File: config.mk
export PLATFORM = sky130hd
export DESIGN_NAME = prs_ctrl
export DESIGN_NICKNAME = d
export VERILOG_FILES = /design/src/core/prs_pkg.sv /design/src/core/prs_ctrl.sv
export SDC_FILE = /design/constraint.sdc
export NUM_CORES = 1
export LEC_CHECK = 0
export BUFFER_PORTS_ARGS = -buffer_cell sky130_fd_sc_hd__buf_2
export CAP_MARGIN = 20
export CORE_MARGIN = 2
export CORE_UTILIZATION = 45
export DETAILED_ROUTE_END_ITERATION = 6
export PLACE_DENSITY = 0.65
export SLEW_MARGIN = 20
export SYNTH_ARGS = -nofsm -noshare
export SYNTH_HDL_FRONTEND = slang
export SYNTH_SLANG_ARGS = --single-unit
File: constraint.sdc
create_clock -name i_clock -period 2 [get_ports i_clock]
set_input_delay 0.4 -clock i_clock [delete_from_list [all_inputs] [get_ports i_clock]]
set_output_delay 0.4 -clock i_clock [all_outputs]
set_load 0.05 [all_outputs]
File: src/core/prs_pkg.sv
package prs_pkg;

    // ------------------------------------------------------------------
    // register bus geometry
    // ------------------------------------------------------------------
    localparam int ADDR_W = 10;
    localparam int DATA_W = 8;

    // ------------------------------------------------------------------
    // register offsets
    // ------------------------------------------------------------------
    localparam logic [ADDR_W-1:0] OFF_LOOP_MAIN   = 10'h010;
    localparam logic [ADDR_W-1:0] OFF_PUMP_STEP   = 10'h014;
    localparam logic [ADDR_W-1:0] OFF_DET_PULSE   = 10'h017;
    localparam logic [ADDR_W-1:0] OFF_MON_CONFIG  = 10'h01b;
    localparam logic [ADDR_W-1:0] OFF_REF_INPUT   = 10'h01c;
    localparam logic [ADDR_W-1:0] OFF_REF_STATUS  = 10'h01f;
    localparam logic [ADDR_W-1:0] OFF_UPDATE      = 10'h232;
    localparam logic [DATA_W-1:0] UPDATE_VALUE    = 8'h01;

    // ------------------------------------------------------------------
    // reset values
    // ------------------------------------------------------------------
    localparam logic [DATA_W-1:0] RST_LOOP_MAIN   = 8'h01;
    localparam logic [DATA_W-1:0] RST_ZERO        = 8'h00;

    // ------------------------------------------------------------------
    // field positions
    // ------------------------------------------------------------------
    localparam int LOOP_POL       = 7;
    localparam int LOOP_MODE_HI   = 6;
    localparam int LOOP_MODE_LO   = 4;
    localparam int LOOP_PWR_HI    = 1;
    localparam int LOOP_PWR_LO    = 0;
    localparam int PULSE_HI       = 1;
    localparam int PULSE_LO       = 0;
    localparam int STEP_HI        = 2;
    localparam int STEP_LO        = 0;
    localparam int MON_PIN_HI     = 2;
    localparam int MON_PIN_LO     = 0;
    localparam int MON_STAT_HI    = 6;
    localparam int MON_STAT_LO    = 4;
    localparam int RI_DEGLITCH_OFF = 7;
    localparam int RI_USE_PIN     = 6;
    localparam int RI_AUTO        = 5;
    localparam int RI_MAN_SECOND  = 4;
    localparam int RI_PREF_SECOND = 3;
    localparam int RI_SECOND_EN   = 2;
    localparam int RI_FIRST_EN    = 1;
    localparam int RI_DIFF        = 0;

    // ------------------------------------------------------------------
    // encodings
    // ------------------------------------------------------------------
    localparam logic [1:0] PWR_NORMAL     = 2'h0;
    localparam logic [2:0] PM_HIZ         = 3'h0;
    localparam logic [2:0] PM_UP          = 3'h1;
    localparam logic [2:0] PM_DOWN        = 3'h2;
    localparam logic [2:0] PM_NORMAL      = 3'h3;
    localparam logic [2:0] MON_FIRST_BAD  = 3'h7;
    localparam logic [2:0] MON_SECOND_BAD = 3'h6;
    localparam logic [2:0] MON_ON_SECOND  = 3'h5;
    localparam logic [2:0] PULSE_BASE     = 3'h1;
    localparam logic [3:0] STEP_BASE      = 4'h1;

    // ------------------------------------------------------------------
    // timing
    // ------------------------------------------------------------------
    localparam int CLK_PERIOD_NS = 8;
    localparam int LOSS_TIME_NS  = 1000;
    localparam int LOSS_CYCLES   = LOSS_TIME_NS / CLK_PERIOD_NS;
    localparam int ALIGN_TIME_NS = 40;
    localparam int ALIGN_CYCLES  = ALIGN_TIME_NS / CLK_PERIOD_NS;

    typedef enum logic [1:0] {
        PRS_DG_IDLE     = 2'b00,
        PRS_DG_WAIT_FB  = 2'b01,
        PRS_DG_WAIT_REF = 2'b11
    } prs_deglitch_e;

endpackage

File: src/core/prs_ctrl.sv
// How it works
// - polarity bit set swaps pump sense
// - staged settings apply only on update write
// - two-bit field sets dead-zone pulse width
// - pump mode: hold, track, force up, down
// - eight current steps scale nominal pump current
// - normal mode: leading input picks up/down
// - input control picks differential or single-ended
// - all reference inputs off after reset
// - differential receiver off unless selected and powered
// - single-ended buffers off by loop or own bit
// - differential mode powers down single-ended buffers
// - switchover only outside differential mode
// - manual select from register or pin
// - monitor high while first reference invalid
// - monitor low and revert when first returns
// - status pin option, second may be preferred
// - deglitch blocks misaligned edges after a switch
// - automatic switching always reverts to preferred
// - loop power field zero runs, else down
`timescale 1ns/10ps
`default_nettype none

module prs_ctrl
    import prs_pkg::*;
#(
    parameter int LOSS_LIMIT  = LOSS_CYCLES,
    parameter int ALIGN_LIMIT = ALIGN_CYCLES
)
(
    input  wire logic              i_clock,
    input  wire logic              i_rst,
    input  wire logic [ADDR_W-1:0] i_addr,
    input  wire logic [DATA_W-1:0] i_wdata,
    input  wire logic              i_write,
    input  wire logic              i_read,
    output logic      [DATA_W-1:0] o_rdata,
    input  wire logic              i_first_reference,
    input  wire logic              i_second_reference,
    input  wire logic              i_ref_divided,
    input  wire logic              i_feedback_divided,
    input  wire logic              i_reference_input_pin_select,
    output logic                   o_pump_up,
    output logic                   o_pump_down,
    output logic                   o_pump_hiz,
    output logic      [3:0]        o_pump_current_units,
    output logic                   o_loop_powered,
    output logic                   o_diff_receiver_on,
    output logic                   o_first_buffer_on,
    output logic                   o_second_buffer_on,
    output logic                   o_active_second,
    output logic                   o_ref_loss_monitor_out,
    output logic                   o_status_out
);
    // ------------------------------------------------------------------
    // declarations
    // ------------------------------------------------------------------
    logic [DATA_W-1:0] sh_loop, sh_step, sh_pulse, sh_mon, sh_reference_input_pin;
    logic [DATA_W-1:0] act_loop, act_step, act_pulse, act_mon, act_reference_input_pin;
    logic [4:0]        raw_in, sync1, sync2, sync3, stable, stable_d, rise;
    logic              loop_on, diff_sel, rx_on [2];
    logic [7:0]        idle_cnt [2];
    logic              ref_valid [2];
    logic              next_second, sel_second;
    prs_deglitch_e     dg_state;
    logic [7:0]        align_cnt;
    logic              ref_pass, det_up, det_down, drive_up, drive_down;
    logic              update_hit;
    logic [2:0]        clr_cnt, pulse_len, pump_mode;
    logic [7:0]        pick; // indication source per monitor code
    // ------------------------------------------------------------------
    // register bus
    // ------------------------------------------------------------------
    // writes land in the shadow copies
    always_ff @(posedge i_clock)
    begin
        if (i_rst)
        begin
            sh_loop  <= RST_LOOP_MAIN;
            sh_step  <= RST_ZERO;
            sh_pulse <= RST_ZERO;
            sh_mon   <= RST_ZERO;
            sh_reference_input_pin <= RST_ZERO;
        end
        else if (i_write)
        begin
            case (i_addr)
                OFF_LOOP_MAIN:  sh_loop  <= i_wdata;
                OFF_PUMP_STEP:  sh_step  <= i_wdata;
                OFF_DET_PULSE:  sh_pulse <= i_wdata;
                OFF_MON_CONFIG: sh_mon   <= i_wdata;
                OFF_REF_INPUT:  sh_reference_input_pin <= i_wdata;
                default:        ;
            endcase
        end
    end
    assign update_hit = i_write && (i_addr == OFF_UPDATE)
                        && (i_wdata == UPDATE_VALUE);
    // update write commits every shadow at once
    always_ff @(posedge i_clock)
    begin
        if (i_rst)
        begin
            act_loop  <= RST_LOOP_MAIN;
            act_step  <= RST_ZERO;
            act_pulse <= RST_ZERO;
            act_mon   <= RST_ZERO;
            act_reference_input_pin <= RST_ZERO;
        end
        else if (update_hit)
        begin
            act_loop  <= sh_loop;
            act_step  <= sh_step;
            act_pulse <= sh_pulse;
            act_mon   <= sh_mon;
            act_reference_input_pin <= sh_reference_input_pin;
        end
    end
    // read data stands one cycle after the strobe, zero otherwise
    always_ff @(posedge i_clock)
    begin
        if (i_rst || !i_read)
        begin
            o_rdata <= RST_ZERO;
        end
        else
        begin
            case (i_addr)
                OFF_LOOP_MAIN:  o_rdata <= sh_loop;
                OFF_PUMP_STEP:  o_rdata <= sh_step;
                OFF_DET_PULSE:  o_rdata <= sh_pulse;
                OFF_MON_CONFIG: o_rdata <= sh_mon;
                OFF_REF_INPUT:  o_rdata <= sh_reference_input_pin;
                OFF_REF_STATUS: o_rdata <= {2'h0, o_pump_hiz, o_status_out,
                                            o_ref_loss_monitor_out,
                                            sel_second, ref_valid[1],
                                            ref_valid[0]};
                default:        o_rdata <= RST_ZERO;
            endcase
        end
    end
    // ------------------------------------------------------------------
    // input synchronisers
    // ------------------------------------------------------------------
    assign raw_in = {i_reference_input_pin_select, i_feedback_divided,
                     i_ref_divided, i_second_reference, i_first_reference};
    // three stages, a change counts once stages two and three agree
    always_ff @(posedge i_clock)
    begin
        if (i_rst)
        begin
            sync1    <= 5'h00;
            sync2    <= 5'h00;
            sync3    <= 5'h00;
            stable   <= 5'h00;
            stable_d <= 5'h00;
        end
        else
        begin
            sync1    <= raw_in;
            sync2    <= sync1;
            sync3    <= sync2;
            stable   <= (sync2 & ~(sync2 ^ sync3))
                        | (stable & (sync2 ^ sync3));
            stable_d <= stable;
        end
    end
    assign rise = stable & ~stable_d;
    // ------------------------------------------------------------------
    // power control
    // ------------------------------------------------------------------
    assign loop_on  = (act_loop[LOOP_PWR_HI:LOOP_PWR_LO] == PWR_NORMAL);
    assign diff_sel = act_reference_input_pin[RI_DIFF];
    assign rx_on[0] = loop_on && (diff_sel || act_reference_input_pin[RI_FIRST_EN]);
    assign rx_on[1] = loop_on && !diff_sel && act_reference_input_pin[RI_SECOND_EN];
    // receiver and buffer enables
    always_ff @(posedge i_clock)
    begin
        if (i_rst)
        begin
            o_loop_powered     <= 1'b0;
            o_diff_receiver_on <= 1'b0;
            o_first_buffer_on  <= 1'b0;
            o_second_buffer_on <= 1'b0;
        end
        else
        begin
            o_loop_powered     <= loop_on;
            o_diff_receiver_on <= loop_on && diff_sel;
            o_first_buffer_on  <= rx_on[0] && !diff_sel;
            o_second_buffer_on <= rx_on[1];
        end
    end
    // ------------------------------------------------------------------
    // reference validity, one loss timer per input
    // ------------------------------------------------------------------
    for (genvar g = 0; g < 2; g++)
    begin : g_loss
        // an edge restarts the timer and marks the input valid
        always_ff @(posedge i_clock)
        begin
            if (i_rst || !rx_on[g] || rise[g])
            begin
                idle_cnt[g]  <= 8'h00;
                ref_valid[g] <= !i_rst && rx_on[g] && rise[g];
            end
            else if (idle_cnt[g] >= 8'(LOSS_LIMIT))
                ref_valid[g] <= 1'b0;
            else
                idle_cnt[g] <= idle_cnt[g] + 8'h01;
        end
    end
    // ------------------------------------------------------------------
    // reference selection
    // ------------------------------------------------------------------
    always_comb
    begin
        if (diff_sel)
            next_second = 1'b0;
        else if (act_reference_input_pin[RI_AUTO] && act_reference_input_pin[RI_PREF_SECOND])
            next_second = ref_valid[1] || !ref_valid[0];
        else if (act_reference_input_pin[RI_AUTO])
            next_second = !ref_valid[0];
        else if (act_reference_input_pin[RI_USE_PIN])
            next_second = stable[4];
        else
            next_second = act_reference_input_pin[RI_MAN_SECOND];
    end
    // indication sources indexed by monitor code, other codes read 0
    assign pick = {~ref_valid[0], ~ref_valid[1], next_second, 5'h00};
    // active reference and indication outputs
    always_ff @(posedge i_clock)
    begin
        if (i_rst)
        begin
            sel_second             <= 1'b0;
            o_active_second        <= 1'b0;
            o_ref_loss_monitor_out <= 1'b0;
            o_status_out           <= 1'b0;
        end
        else
        begin
            sel_second             <= next_second;
            o_active_second        <= next_second;
            o_ref_loss_monitor_out <=
                pick[act_mon[MON_PIN_HI:MON_PIN_LO]];
            o_status_out           <=
                pick[act_mon[MON_STAT_HI:MON_STAT_LO]];
        end
    end
    // ------------------------------------------------------------------
    // switchover deglitch
    // ------------------------------------------------------------------
    // after a switch, pass only a reference edge close behind feedback
    always_ff @(posedge i_clock)
    begin
        if (i_rst || act_reference_input_pin[RI_DEGLITCH_OFF] || diff_sel)
        begin
            dg_state  <= PRS_DG_IDLE;
            align_cnt <= 8'h00;
        end
        else if (next_second != sel_second)
        begin
            dg_state  <= PRS_DG_WAIT_FB;
            align_cnt <= 8'h00;
        end
        else
        begin
            case (dg_state)
                PRS_DG_IDLE:
                    align_cnt <= 8'h00;
                PRS_DG_WAIT_FB:
                    if (rise[3])
                    begin
                        dg_state  <= PRS_DG_WAIT_REF;
                        align_cnt <= 8'h00;
                    end
                PRS_DG_WAIT_REF:
                    if (rise[2])
                        dg_state <= PRS_DG_IDLE;
                    else if (align_cnt >= 8'(ALIGN_LIMIT))
                        dg_state <= PRS_DG_WAIT_FB;
                    else
                        align_cnt <= align_cnt + 8'h01;
                default:
                    dg_state <= PRS_DG_IDLE;
            endcase
        end
    end
    assign ref_pass = rise[2] && ((dg_state == PRS_DG_IDLE)
                      || (dg_state == PRS_DG_WAIT_REF));
    // ------------------------------------------------------------------
    // phase detector
    // ------------------------------------------------------------------
    assign pump_mode = act_loop[LOOP_MODE_HI:LOOP_MODE_LO];
    assign pulse_len = act_pulse[PULSE_HI:PULSE_LO] + PULSE_BASE;
    // ref edge sets up, feedback edge sets down, both clear together
    always_ff @(posedge i_clock)
    begin
        if (i_rst || !loop_on || pump_mode != PM_NORMAL
            || (det_up && det_down && clr_cnt + 3'h1 >= pulse_len))
        begin
            det_up   <= 1'b0;
            det_down <= 1'b0;
            clr_cnt  <= 3'h0;
        end
        else if (det_up && det_down)
            clr_cnt <= clr_cnt + 3'h1;
        else
        begin
            if (ref_pass)
                det_up <= 1'b1;
            if (rise[3])
                det_down <= 1'b1;
        end
    end
    // ------------------------------------------------------------------
    // charge pump drive
    // ------------------------------------------------------------------
    always_comb
    begin
        drive_up   = 1'b0;
        drive_down = 1'b0;
        case (pump_mode)
            PM_UP:     drive_up = 1'b1;
            PM_DOWN:   drive_down = 1'b1;
            PM_NORMAL:
            begin
                drive_up   = act_loop[LOOP_POL] ? det_down : det_up;
                drive_down = act_loop[LOOP_POL] ? det_up : det_down;
            end
            default:   ;
        endcase
    end
    // pump outputs, held in high impedance while the loop is down
    always_ff @(posedge i_clock)
    begin
        if (i_rst)
        begin
            o_pump_up            <= 1'b0;
            o_pump_down          <= 1'b0;
            o_pump_hiz           <= 1'b1;
            o_pump_current_units <= 4'h0;
        end
        else
        begin
            o_pump_up            <= loop_on && drive_up;
            o_pump_down          <= loop_on && drive_down;
            o_pump_hiz           <= !loop_on
                                    || !(drive_up || drive_down);
            o_pump_current_units <= {1'b0, act_step[STEP_HI:STEP_LO]}
                                    + STEP_BASE;
        end
    end
endmodule // prs_ctrl

`default_nettype wire

# Word level (Yosys, flattened, before mapping)
# Memories as Yosys holds them, arrays and structs flattened.
# Index checks and enable logic that the tools add are counted.
# Widths: inputs -> output; s select.
dict set report classes {
  addsub 6
  magnitude_cmp 6
  eq_ne 22
  muxes 42
  n_bitwise 15
  reduce_logical 54
}
# op count
set op_table {}
lappend op_table {{$eq 10x5->1 const B} 6}
lappend op_table {{$pmux 8 s6} 1}
lappend op_table {{$mux 8} 5}
lappend op_table {{$mux 1} 27}
lappend op_table {{$add 8x1->8 const B} 3}
lappend op_table {{$pmux 8 s3} 1}
lappend op_table {{$logic_and 1x1->1} 17}
lappend op_table {{$ge 8x7->1 const B} 2}
lappend op_table {{$logic_or 1x1->1} 15}
lappend op_table {{$reduce_and 2->1} 7}
lappend op_table {{$and 5x5->5} 2}
lappend op_table {{$eq 10x10->1 const B} 1}
lappend op_table {{$eq 8x1->1 const B} 1}
lappend op_table {{$ge 8x3->1 const B} 1}
lappend op_table {{$logic_not 1->1} 8}
lappend op_table {{$lt 3x4->1 const B} 2}
lappend op_table {{$ne 2x2->1 const B} 4}
lappend op_table {{$bmux 1 s3} 2}
lappend op_table {{$eq 3x2->1 const B} 2}
lappend op_table {{$mux 2} 3}
lappend op_table {{$ne 3x3->1 const B} 2}
lappend op_table {{$pmux 2 s3} 1}
lappend op_table {{$reduce_and 3->1} 2}
lappend op_table {{$not 5->5} 1}
lappend op_table {{other kinds (21)} 29}
dict set report totals {
  regBits 129
  ramBits 18
  inputBits 27
  out_inout_bits 22
  word_cells 180
  mem_count 2
}
# name depth width read_ports rd_ports_with_merged_regs write_ports line
set mem_list {}
lappend mem_list {idle_cnt 2 8 2 0 2 prs_ctrl.sv:62} ;# logic [7:0] idle_cnt [2];
lappend mem_list {ref_valid 2 1 2 0 2 prs_ctrl.sv:63} ;# logic ref_valid [2];

# Logic depth before layout (Yosys ltp)
# Gate-level depths: netlist of run 1.
dict set report logic_depth {
  depth_word 9
  mapped_depth 8
  depth_no_buf 7
}

# Worst setup path before layout of run 1
# Ideal clock, no wire load.
dict set report synth_path {
  path_type {input -> register}
  from {input i_addr[2]}
  to {register act_mon[6]}
  setup_ns 0.069
  t_arrival_ns 1.864
  required_time_ns 1.931
  setup_slack_ns 0.067
  cell_stages 8
  path_buffers 3
  path_cell_list {buf_6 or4_1 nor4_2 and4_1 buf_6 buf_12 nand2_2 a21oi_2}
}
dict set report synth_via {
  elab_chain_cells 3
}
# item line
set synth_rtl {}
lappend synth_rtl {{from (decl)} prs_ctrl.sv:33} ;# input wire logic [ADDR_W-1:0] i_addr,
lappend synth_rtl {{$eq 10x10->1} prs_ctrl.sv:97} ;# assign update_hit = i_write && (i_addr == OFF_UPDATE)
lappend synth_rtl {{$logic_and 1x1->1} prs_ctrl.sv:97}
lappend synth_rtl {{$logic_and 1x1->1} prs_ctrl.sv:98} ;# && (i_wdata == UPDATE_VALUE);
lappend synth_rtl {{to (signal assigned)} prs_ctrl.sv:115} ;# act_mon <= sh_mon;
lappend synth_rtl {{to (decl)} prs_ctrl.sv:59} ;# logic [DATA_W-1:0] act_loop, act_step, act_pulse, act_mon, act_reference_input_pin;
# Every way passes these cells.
# A chain may end at the register's enable or synchronous reset.

# Worst setup path after layout of run 1
dict set report layout_path {
  from {register clr_cnt[0]}
  to {register clr_cnt[1]}
}
dict set report layout_via {
  elab_chain_cells 4
}
# item line
set layout_rtl {}
lappend layout_rtl {{from (decl)} prs_ctrl.sv:69} ;# logic [2:0] clr_cnt, pulse_len, pump_mode;
lappend layout_rtl {{from (signal assigned)} prs_ctrl.sv:308} ;# clr_cnt <= clr_cnt + 3'h1;
lappend layout_rtl {{$add 3x1->3 (*)} {prs_ctrl.sv:301, prs_ctrl.sv:308}}
lappend layout_rtl {{$ge 3x3->1} prs_ctrl.sv:301} ;# || (det_up && det_down && clr_cnt + 3'h1 >= pulse_len))
lappend layout_rtl {{$logic_and 1x1->1} prs_ctrl.sv:301}
lappend layout_rtl {{$logic_or 1x1->1} prs_ctrl.sv:301}
# Every way passes the cells marked *; elsewhere a longest branch is shown, timed or not.

==> impl_metrics.yaml, run 1 <==
routing:
  wl_per_cell_um: 14.9
  wl_met1_mm: 6.24
  wl_met2_mm: 6.48
  vias: 4742
  drcViolationCount: 0
  routed_wl_mm: 13.5
  ant_nets: 0
  dr_wl_met3_um: 628
  viasPerCell: 5.21
  routed.top_layer: "met4"
  drt-pass1-iter-count: 4
  drt-initial-drc-count: 286
finish:
  area_delta_synth_final_pct: 17.4
  fin_area_sq_mm: 0.00722
  fill_cells: 1218
  drive_above_1_share_pct: 20.3
  layout_commonest_cell: "dfxtp_1"
  fin_nets: 766
  final_cell_mix: "dfxtp_1 (127), nor2_1 (83), nand2_1 (77), buf_2 (47), mux2i_1 (45)"
  diodes: 0
floorplanning:
  num_io_pins: 49
  start_util_pct: 46.3
  core_region_area_sq_mm: 0.0133
  dieWidth_um: 121
  die-area_sq_mm: 0.0146
  die_height_um: 121
  std_cell_rows: 42
critical_path:
  r2r_cells: 6
  rr_startpoint: "clr_cnt[0]"
  cp.depth: 6
  required_ns: 2.34
  slowest_stage: "dfxtp_1"
  critPathTopFamily: "compound AO/OA/AOI/OAI gates"
  critPathBufInv: 0
  cp_cell_sequence: "ha_1 > ha_1 > a21o_1 > a21oi_1 > o2111ai_1 > a21oi_1"
  startpoint: "clr_cnt[0]"
  r2r_slack_ns: 0.17
  path_class: "reg -> reg"
  crit_fanout: 5
  end_kind: "register"
  start_kind: "register"
  slowest_delay_ns: 0.33
  cp.arrival_ns: 2.17
sta:
  setup_viol: 0
  tightestPinTransition_ns: 0.448
  fin_skew_ns: 0.00519
  slew-limit-headroom_pct: 70.1
  fin_hold_ws_ns: 0.202
  timing.fmax_mhz: 548
  hold_violations: 0
  slew_viol_final: 0
  rsz0062_at_grt: "no"
  fin_crit_sh_pct: 91.3
  setup_tns_ns: 0
  period_needed_ns: 1.83
status:
  outcome: "finished clean"
place:
  port-buffer-count: 48
  gp_congestion: 0.799
  place_hpwl_mm: 9.52
  dpl_cell_area_sq_mm: 0.00668
yosys:
  syn_inst: 655
  synthXorXnorAreaFrac_pct: 2.14
  synth_compound_area_share_pct: 10.9
  synth_nets: 700
  ys_ff_latch: 144
  ys_types: 52
  synth_flop_cell: "dfxtp_1"
  synth_top_family_by_area: "simple AND/OR/NAND/NOR gates"
  async_flop_share_pct: 0
  yosys.area_share.simple_pct: 22.0
  seq_area_frac_synth_pct: 49.6
  ys_warn_count: 0
  synth_edf_count: 17
  synth.area.mux_share_pct: 8.05
  netlist_area_sq_mm: 0.00615
  synth_fa_ha_area_share_pct: 3.66
  synth_area_per_cell_sq_um: 9.39
cts:
  clockBufferDepth: 2
  ctsHoldBuffers: 0
  numCtsBuffers: 17
  cts_setup_buffers: 0
  clk_latency_ns: 0.42
  htreeDepth: 4
  clkSinkCount: 144
  clk_pin_slew_ns: 0.05
  tritoncts: "done"
  root_buffer: "clkbuf_16"
grt:
  gr-total-overflow: 0
  track_usage_pct: 19.6
  antenna_found_initial: 0
  grt_pass1_vias: 4703
  grt_max_degree: 78
  grt_pass1_wl_mm: 22.5
job:
  maxCapViolations: 0
min_path:
  hold_path_depth: 2
  worstHoldStart: "i_feedback_divided"
  min_path_type: "in -> reg"
pwr:
  finalPower_mw: 6.00
  power_density_mw_per_mm2: 831
  power.leakage_nw: 2.92
  vdd_drop_max_uv: 440
metal layers:
layer  GRT usage (%)  vias up
met4            5.81        0
met1            24.5     2257
met3            5.45       12
met2            33.0       93
met5               0        -
li1                -     2380
power by group:
part           leakage (nW)  switching [mW]  internal [mW]
logic                  1.43           0.144         0.0764
registers              1.24         0.00791           2.93
clock network         0.261            1.16           1.68
total                  2.92            1.32           4.68
stage by stage:
stage | setup slack [ns] | instances | utilization [%]
floorplan | 0.0669 | 655 | -
global placement | -0.0231 | 878 | 50.3
detailed placement | -0.0631 | 878 | 50.3
CTS | 0.166 | 910 | 54.3
global route | 0.0118 | 910 | 54.3
finish | 0.174 | 910 | 54.3
Yosys cell counts, types with 7 or more instances:
cell type,number,share of area [%]
nand3_1,18,1.5
nor2b_1,24,2.4
mux2i_1,45,7.3
xor2_1,9,1.3
o21ai_0,15,1.2
nand2_1,78,4.8
nor2_1,83,5.1
ha_1,18,3.7
clkbuf_1,16,0.98
nand2_2,20,2.0
a21oi_1,38,3.1
a21oi_2,19,2.7
dfxtp_1,127,41
and3_1,7,0.71
inv_1,20,1.2
a22oi_1,7,0.85
nand2b_1,8,0.81
edfxtp_1,17,8.3
final timing paths:
check | endpoint
setup / recovery | clr_cnt[1]
hold / removal | sync1[3]
setup reg to reg | clr_cnt[1]
hold reg to reg | sync2[3]
what timing repair did:
item	4_1_cts	5_1_grt
gates resized for setup	0	3
endpoints found under the hold margin	0	0
setup endpoints to repair	0	11
state kept, by name, summed over array words and instances (netlist names), 6 cells and up, named ones only:
| register | cells |
|---|---|
| act_loop | 6 |
| act_mon | 6 |
| act_reference_input_pin | 8 |
| align_cnt | 8 |
| idle_cnt | 16 |
| o_rdata | 8 |
| sh_loop | 8 |
| sh_mon | 8 |
| sh_pulse | 8 |
| sh_reference_input_pin | 8 |
| sh_step | 8 |
worst reg2reg max path: stages (launching register included):
cell	delay, ns
dfxtp_1	0.33
ha_1	0.33
ha_1	0.30
a21o_1	0.16
a21oi_1	0.15
o2111ai_1	0.27
a21oi_1	0.21
layout make-up:
class                           instances  area [sq um]  share of cell area (%)
Sequential cell                       144          3050                    42.3
Timing Repair Buffer                   74           463                    6.41
Multi-Input combinational cell        464          2880                    39.9
Tap cell                              176           220                    3.05
Clock inverter                         14           100                    1.39
Inverter                               20          75.1                    1.04
Clock buffer                           18           429                    5.94
logic make-up (layout without fill, tap and decap cells):
family,count (synthesis),after routing
simple gates,279,279
flops,144,144
compound gates,103,103
mux,49,49
buf+inv,47,126
fa+ha+maj,18,18
xor+xnor,15,15
No activity file was read; power rests on OpenSTA's default activity.
==> inputs of run 2 (changes only) <==
- CAP_MARGIN: 20 -> 10
- MAX_ROUTING_LAYER: unset -> met4
==> run 2 against run 1 <==
  * Final area unchanged
  * Utilization unchanged
  * Non-clock buffer count unchanged
  * Clock skew about the same
  * Sequential share of layout area unchanged
  * Register-to-register slack about the same
  * Setup slack got worse by 0.0058 ns
  * Die area unchanged
  * Clock power about the same
  * Combinational power about the same
  * Sequential cell count unchanged
==> impl_metrics.yaml, run 2 (same netlist as run 1, synthesis figures left out) <==
cts:
  cts_resized: 0
  clockBufferDepth: 2
  htreeDepth: 4
  root_buffer: "clkbuf_16"
  clk_latency_ns: 0.42
  cts_setup_buffers: 0
  numCtsBuffers: 17
  tritoncts: "done"
  ctsHoldBuffers: 0
  clkSinkCount: 144
  clk_pin_slew_ns: 0.05
routing:
  drcViolationCount: 0
  ant_nets: 0
  wl_per_cell_um: 14.9
  drt-initial-drc-count: 292
  viasPerCell: 5.19
  routed_wl_mm: 13.5
  vias: 4727
  drt-pass1-iter-count: 5
place:
  place_hpwl_mm: 9.52
  port-buffer-count: 48
  gp_congestion: 0.810
  dp_slack_ns: -0.0631
min_path:
  min_path_type: "in -> reg"
grt:
  antenna_found_initial: 0
  gr-total-overflow: 0
  grt_pass1_vias: 4696
  grt_max_degree: 78
  grt_pass1_wl_mm: 22.6
  track_usage_pct: 20.2
critical_path:
  cp.arrival_ns: 2.17
  path_class: "reg -> reg"
  start_kind: "register"
  end_kind: "register"
  crit_fanout: 5
  required_ns: 2.34
sta:
  slew_viol_final: 0
  setup_viol: 0
  slew-limit-headroom_pct: 69.7
  tightestPinTransition_ns: 0.455
  rsz0062_at_grt: "no"
  period_needed_ns: 1.83
  setup_slack_ns: 0.168
  timing.fmax_mhz: 546
  fin_skew_ns: 0.00518
  hold_violations: 0
  fin_crit_sh_pct: 91.6
floorplanning:
  start_util_pct: 46.3
  std_cell_rows: 42
  num_io_pins: 49
  die_height_um: 121
  dieWidth_um: 121
  core_region_area_sq_mm: 0.0133
  die-area_sq_mm: 0.0146
finish:
  drive_above_1_share_pct: 20.3
  layout_commonest_cell: "dfxtp_1"
  fill_cells: 1218
  area_delta_synth_final_pct: 17.4
  fin_util_pct: 54.3
  largest_reg_flops: 16
  largest-register: "idle_cnt"
  diodes: 0
  final_cell_mix: "dfxtp_1 (127), nor2_1 (83), nand2_1 (77), buf_2 (47), mux2i_1 (45)"
  fin_nets: 766
status:
  outcome: "finished clean"
pwr:
  power_density_mw_per_mm2: 831
  power.leakage_nw: 2.92
  vdd_drop_max_uv: 436
job:
  maxCapViolations: 0
## run 2: cell counts in the layout (fill, tap and decap cells not counted)
No cell type changed its count.
## run 2: through the flow
stage          TNS (ns)  hold slack [ns]  total power, mW  cells  cell area (sq um)
2_1_floorplan         0            0.414             3.12    655               6150
3_3_place_gp     -0.155            0.418             3.22    878               6680
3_5_place_dp     -0.901            0.435             3.22    878               6680
4_1_cts               0            0.190             6.06    910               7210
5_1_grt               0            0.202             6.21    910               7220
6_report              0            0.203             6.00    910               7220
## run 2: worst paths after layout
path | from | endpoint | slack (ns) | depth (start not counted)
worst max-delay path | clr_cnt[0] | clr_cnt[1] | 0.17 | 6
worst min-delay path | i_feedback_divided | sync1[3] | 0.20 | 2
worst max register to register | clr_cnt[0] | clr_cnt[1] | 0.17 | 6
worst min register to register | sync1[3] | sync2[3] | 0.44 | 1
## run 2: per-layer routing
metal  GRT usage, %  wire (um)  part of all wire [%]  vias to the layer above
li1               -          -                     -                     2380
met1           24.7       6160                    46                     2229
met2           33.0       6560                    48                      108
met3           5.40        672                   5.0                       10
met4           5.81        149                   1.1                        0
met5              -          0                     0                        -
## run 2: where the power goes
part	switching, mW	internal [mW]	total, mW
logic	0.144	0.0764	0.220
registers	0.00796	2.93	2.94
clock network	1.17	1.68	2.84
total	1.32	4.69	6.00
## run 2: layout make-up
type                            count  area (sq um)  area share [%]
Tap cell                          176           220            3.05
Inverter                           20          75.1            1.04
Sequential cell                   144          3050            42.3
Timing Repair Buffer               74           463            6.41
Clock inverter                     14           100            1.39
Multi-Input combinational cell    464          2880            39.9
Clock buffer                       18           429            5.94
## run 2: critical path: stages (launching register included)
cell and delay (ns):
dfxtp_1 0.33, ha_1 0.33, ha_1 0.30, a21o_1 0.16, a21oi_1 0.15, o2111ai_1 0.27, a21oi_1 0.21
==> inputs of run 3 (changes only) <==
- CORE_MARGIN: 2 -> 5
==> run 3 against run 2 <==
  * Via count fell by 0.13%
  * Count of clock-buffer cells in the layout rose by 5
  * Register-to-register slack got worse by 0.02 ns
  * First-iteration DRC count rose by 18%
  * Power rose by 9.7%
  * Final area rose by 1.4%
  * Cell count fell by 0.22%
  * Clock skew barely moved
  * Sequential cell count did not move
  * Maximum frequency fell by 0.98%
  * Critical path type unchanged
==> impl_metrics.yaml, run 3 (same netlist as run 1, synthesis figures left out) <==
place:
  place_hpwl_mm: 9.63
  gp_congestion: 0.828
  dpl_cell_area_sq_mm: 0.00667
  placed_cells: 876
  port-buffer-count: 48
floorplanning:
  die_height_um: 127
  die-area_sq_mm: 0.0161
  std_cell_rows: 42
  num_io_pins: 49
  core_region_area_sq_mm: 0.0133
  dieWidth_um: 127
  start_util_pct: 46.1
grt:
  grt_max_degree: 45
  grt_pass1_wl_mm: 23.1
  track_usage_pct: 18.5
  grt_pass1_vias: 4774
  antenna_found_initial: 0
  gr-total-overflow: 0
cts:
  cts_setup_buffers: 0
  ctsHoldBuffers: 0
  clk_latency_ns: 0.41
  clk_pin_slew_ns: 0.06
  tritoncts: "done"
  clockBufferDepth: 2
  htreeDepth: 4
  clkSinkCount: 144
  root_buffer: "clkbuf_16"
  numCtsBuffers: 17
  cts_resized: 0
routing:
  viasPerCell: 5.20
  drcViolationCount: 0
  ant_nets: 0
  routed_wl_mm: 13.8
  drt-initial-drc-count: 346
  wl_per_cell_um: 15.2
  vias: 4721
  drt-pass1-iter-count: 5
finish:
  multiInputGateArea_sq_mm: 0.00287
  drive_above_1_share_pct: 19.9
  largest-register: "idle_cnt"
  fin_area_sq_mm: 0.00732
  area_delta_synth_final_pct: 19.0
  layout_commonest_cell: "dfxtp_1"
  final_cell_mix: "dfxtp_1 (127), nor2_1 (83), nand2_1 (78), buf_2 (47), mux2i_1 (45)"
  instances_no_fill: 908
  fin_nets: 764
  largest_reg_flops: 16
  diodes: 0
  fill_cells: 1221
  regArea_sq_mm: 0.00305
critical_path:
  end_kind: "register"
  crit_fanout: 8
  cp.arrival_ns: 2.09
  path_class: "reg -> reg"
  start_kind: "register"
  required_ns: 2.24
pwr:
  power_density_mw_per_mm2: 900
  p_comb_share_pct: 3.2
  vdd_drop_max_uv: 569
  netSwitchingFraction_pct: 20.1
  power.leakage_nw: 2.97
  sequentialPowerShare_pct: 44.7
  power_frac_clock_pct: 52.1
  p_int_mw: 5.26
  p_sw_mw: 1.32
sta:
  slew-limit-headroom_pct: 66.1
  tightestPinTransition_ns: 0.509
  rsz0062_at_grt: "no"
  fin_hold_ws_ns: 0.212
  slew_viol_final: 0
  timing.fmax_mhz: 541
  setup_viol: 0
  fin_crit_sh_pct: 92.5
  fin_skew_ns: 0.00535
  hold_violations: 0
  period_needed_ns: 1.85
min_path:
  min_path_type: "in -> reg"
job:
  maxCapViolations: 0
status:
  outcome: "finished clean"
==> run 3: power by group through the flow <==
stage | sequential, mW | clock, mW | combinational (mW)
floorplan | 3.00 | 0 | 0.118
global placement | 3.00 | 0 | 0.210
detailed placement | 3.00 | 0 | 0.212
CTS | 2.94 | 3.50 | 0.213
global route | 2.94 | 3.65 | 0.235
finish | 2.94 | 3.43 | 0.214
==> run 3: final cells by class <==
class	instances	area share, %
clock buffer	23	6.82
clock inverter	9	2.07
inverter	20	1.03
multi-input combinational	464	39.2
sequential	144	41.7
tap	176	3.01
timing repair buffer	72	6.12
==> run 3: stage by stage <==
step	setup TNS, ns	total power [mW]	worst slack [ns]	util [%]
after global placement	-0.200	3.21	-0.0310	50.0
final	0	6.59	0.150	54.8
after floorplan	0	3.12	0.0669	-
after CTS	0	6.65	0.126	54.8
after detailed placement	-1.09	3.21	-0.0626	50.0
after global routing	0	6.83	0.0171	54.8
==> run 3: final timing paths <==
| check | cells past startpoint | startpoint | to | slack [ns] |
|---|---|---|---|---|
| setup / recovery | 5 | idle_cnt[1][0] | idle_cnt[1][7] | 0.15 |
| setup reg to reg | 5 | idle_cnt[1][0] | idle_cnt[1][7] | 0.15 |
| hold reg to reg | 1 | sync1[3] | sync2[3] | 0.45 |
| hold / removal | 2 | i_feedback_divided | sync1[3] | 0.21 |
==> run 3: per-layer routing <==
metal,track usage [%],share of wire [%]
met5,-,0
met2,28.7,47
met4,8.58,3.2
met1,22.7,46
met3,4.41,4.4
==> run 3: worst max-delay path, cell delays in order (launching register included) <==
cell,delay [ns]
edfxtp_1,0.48
ha_1,0.23
nand2b_1,0.14
a31oi_1,0.25
nand3_1,0.30
nor3_1,0.28
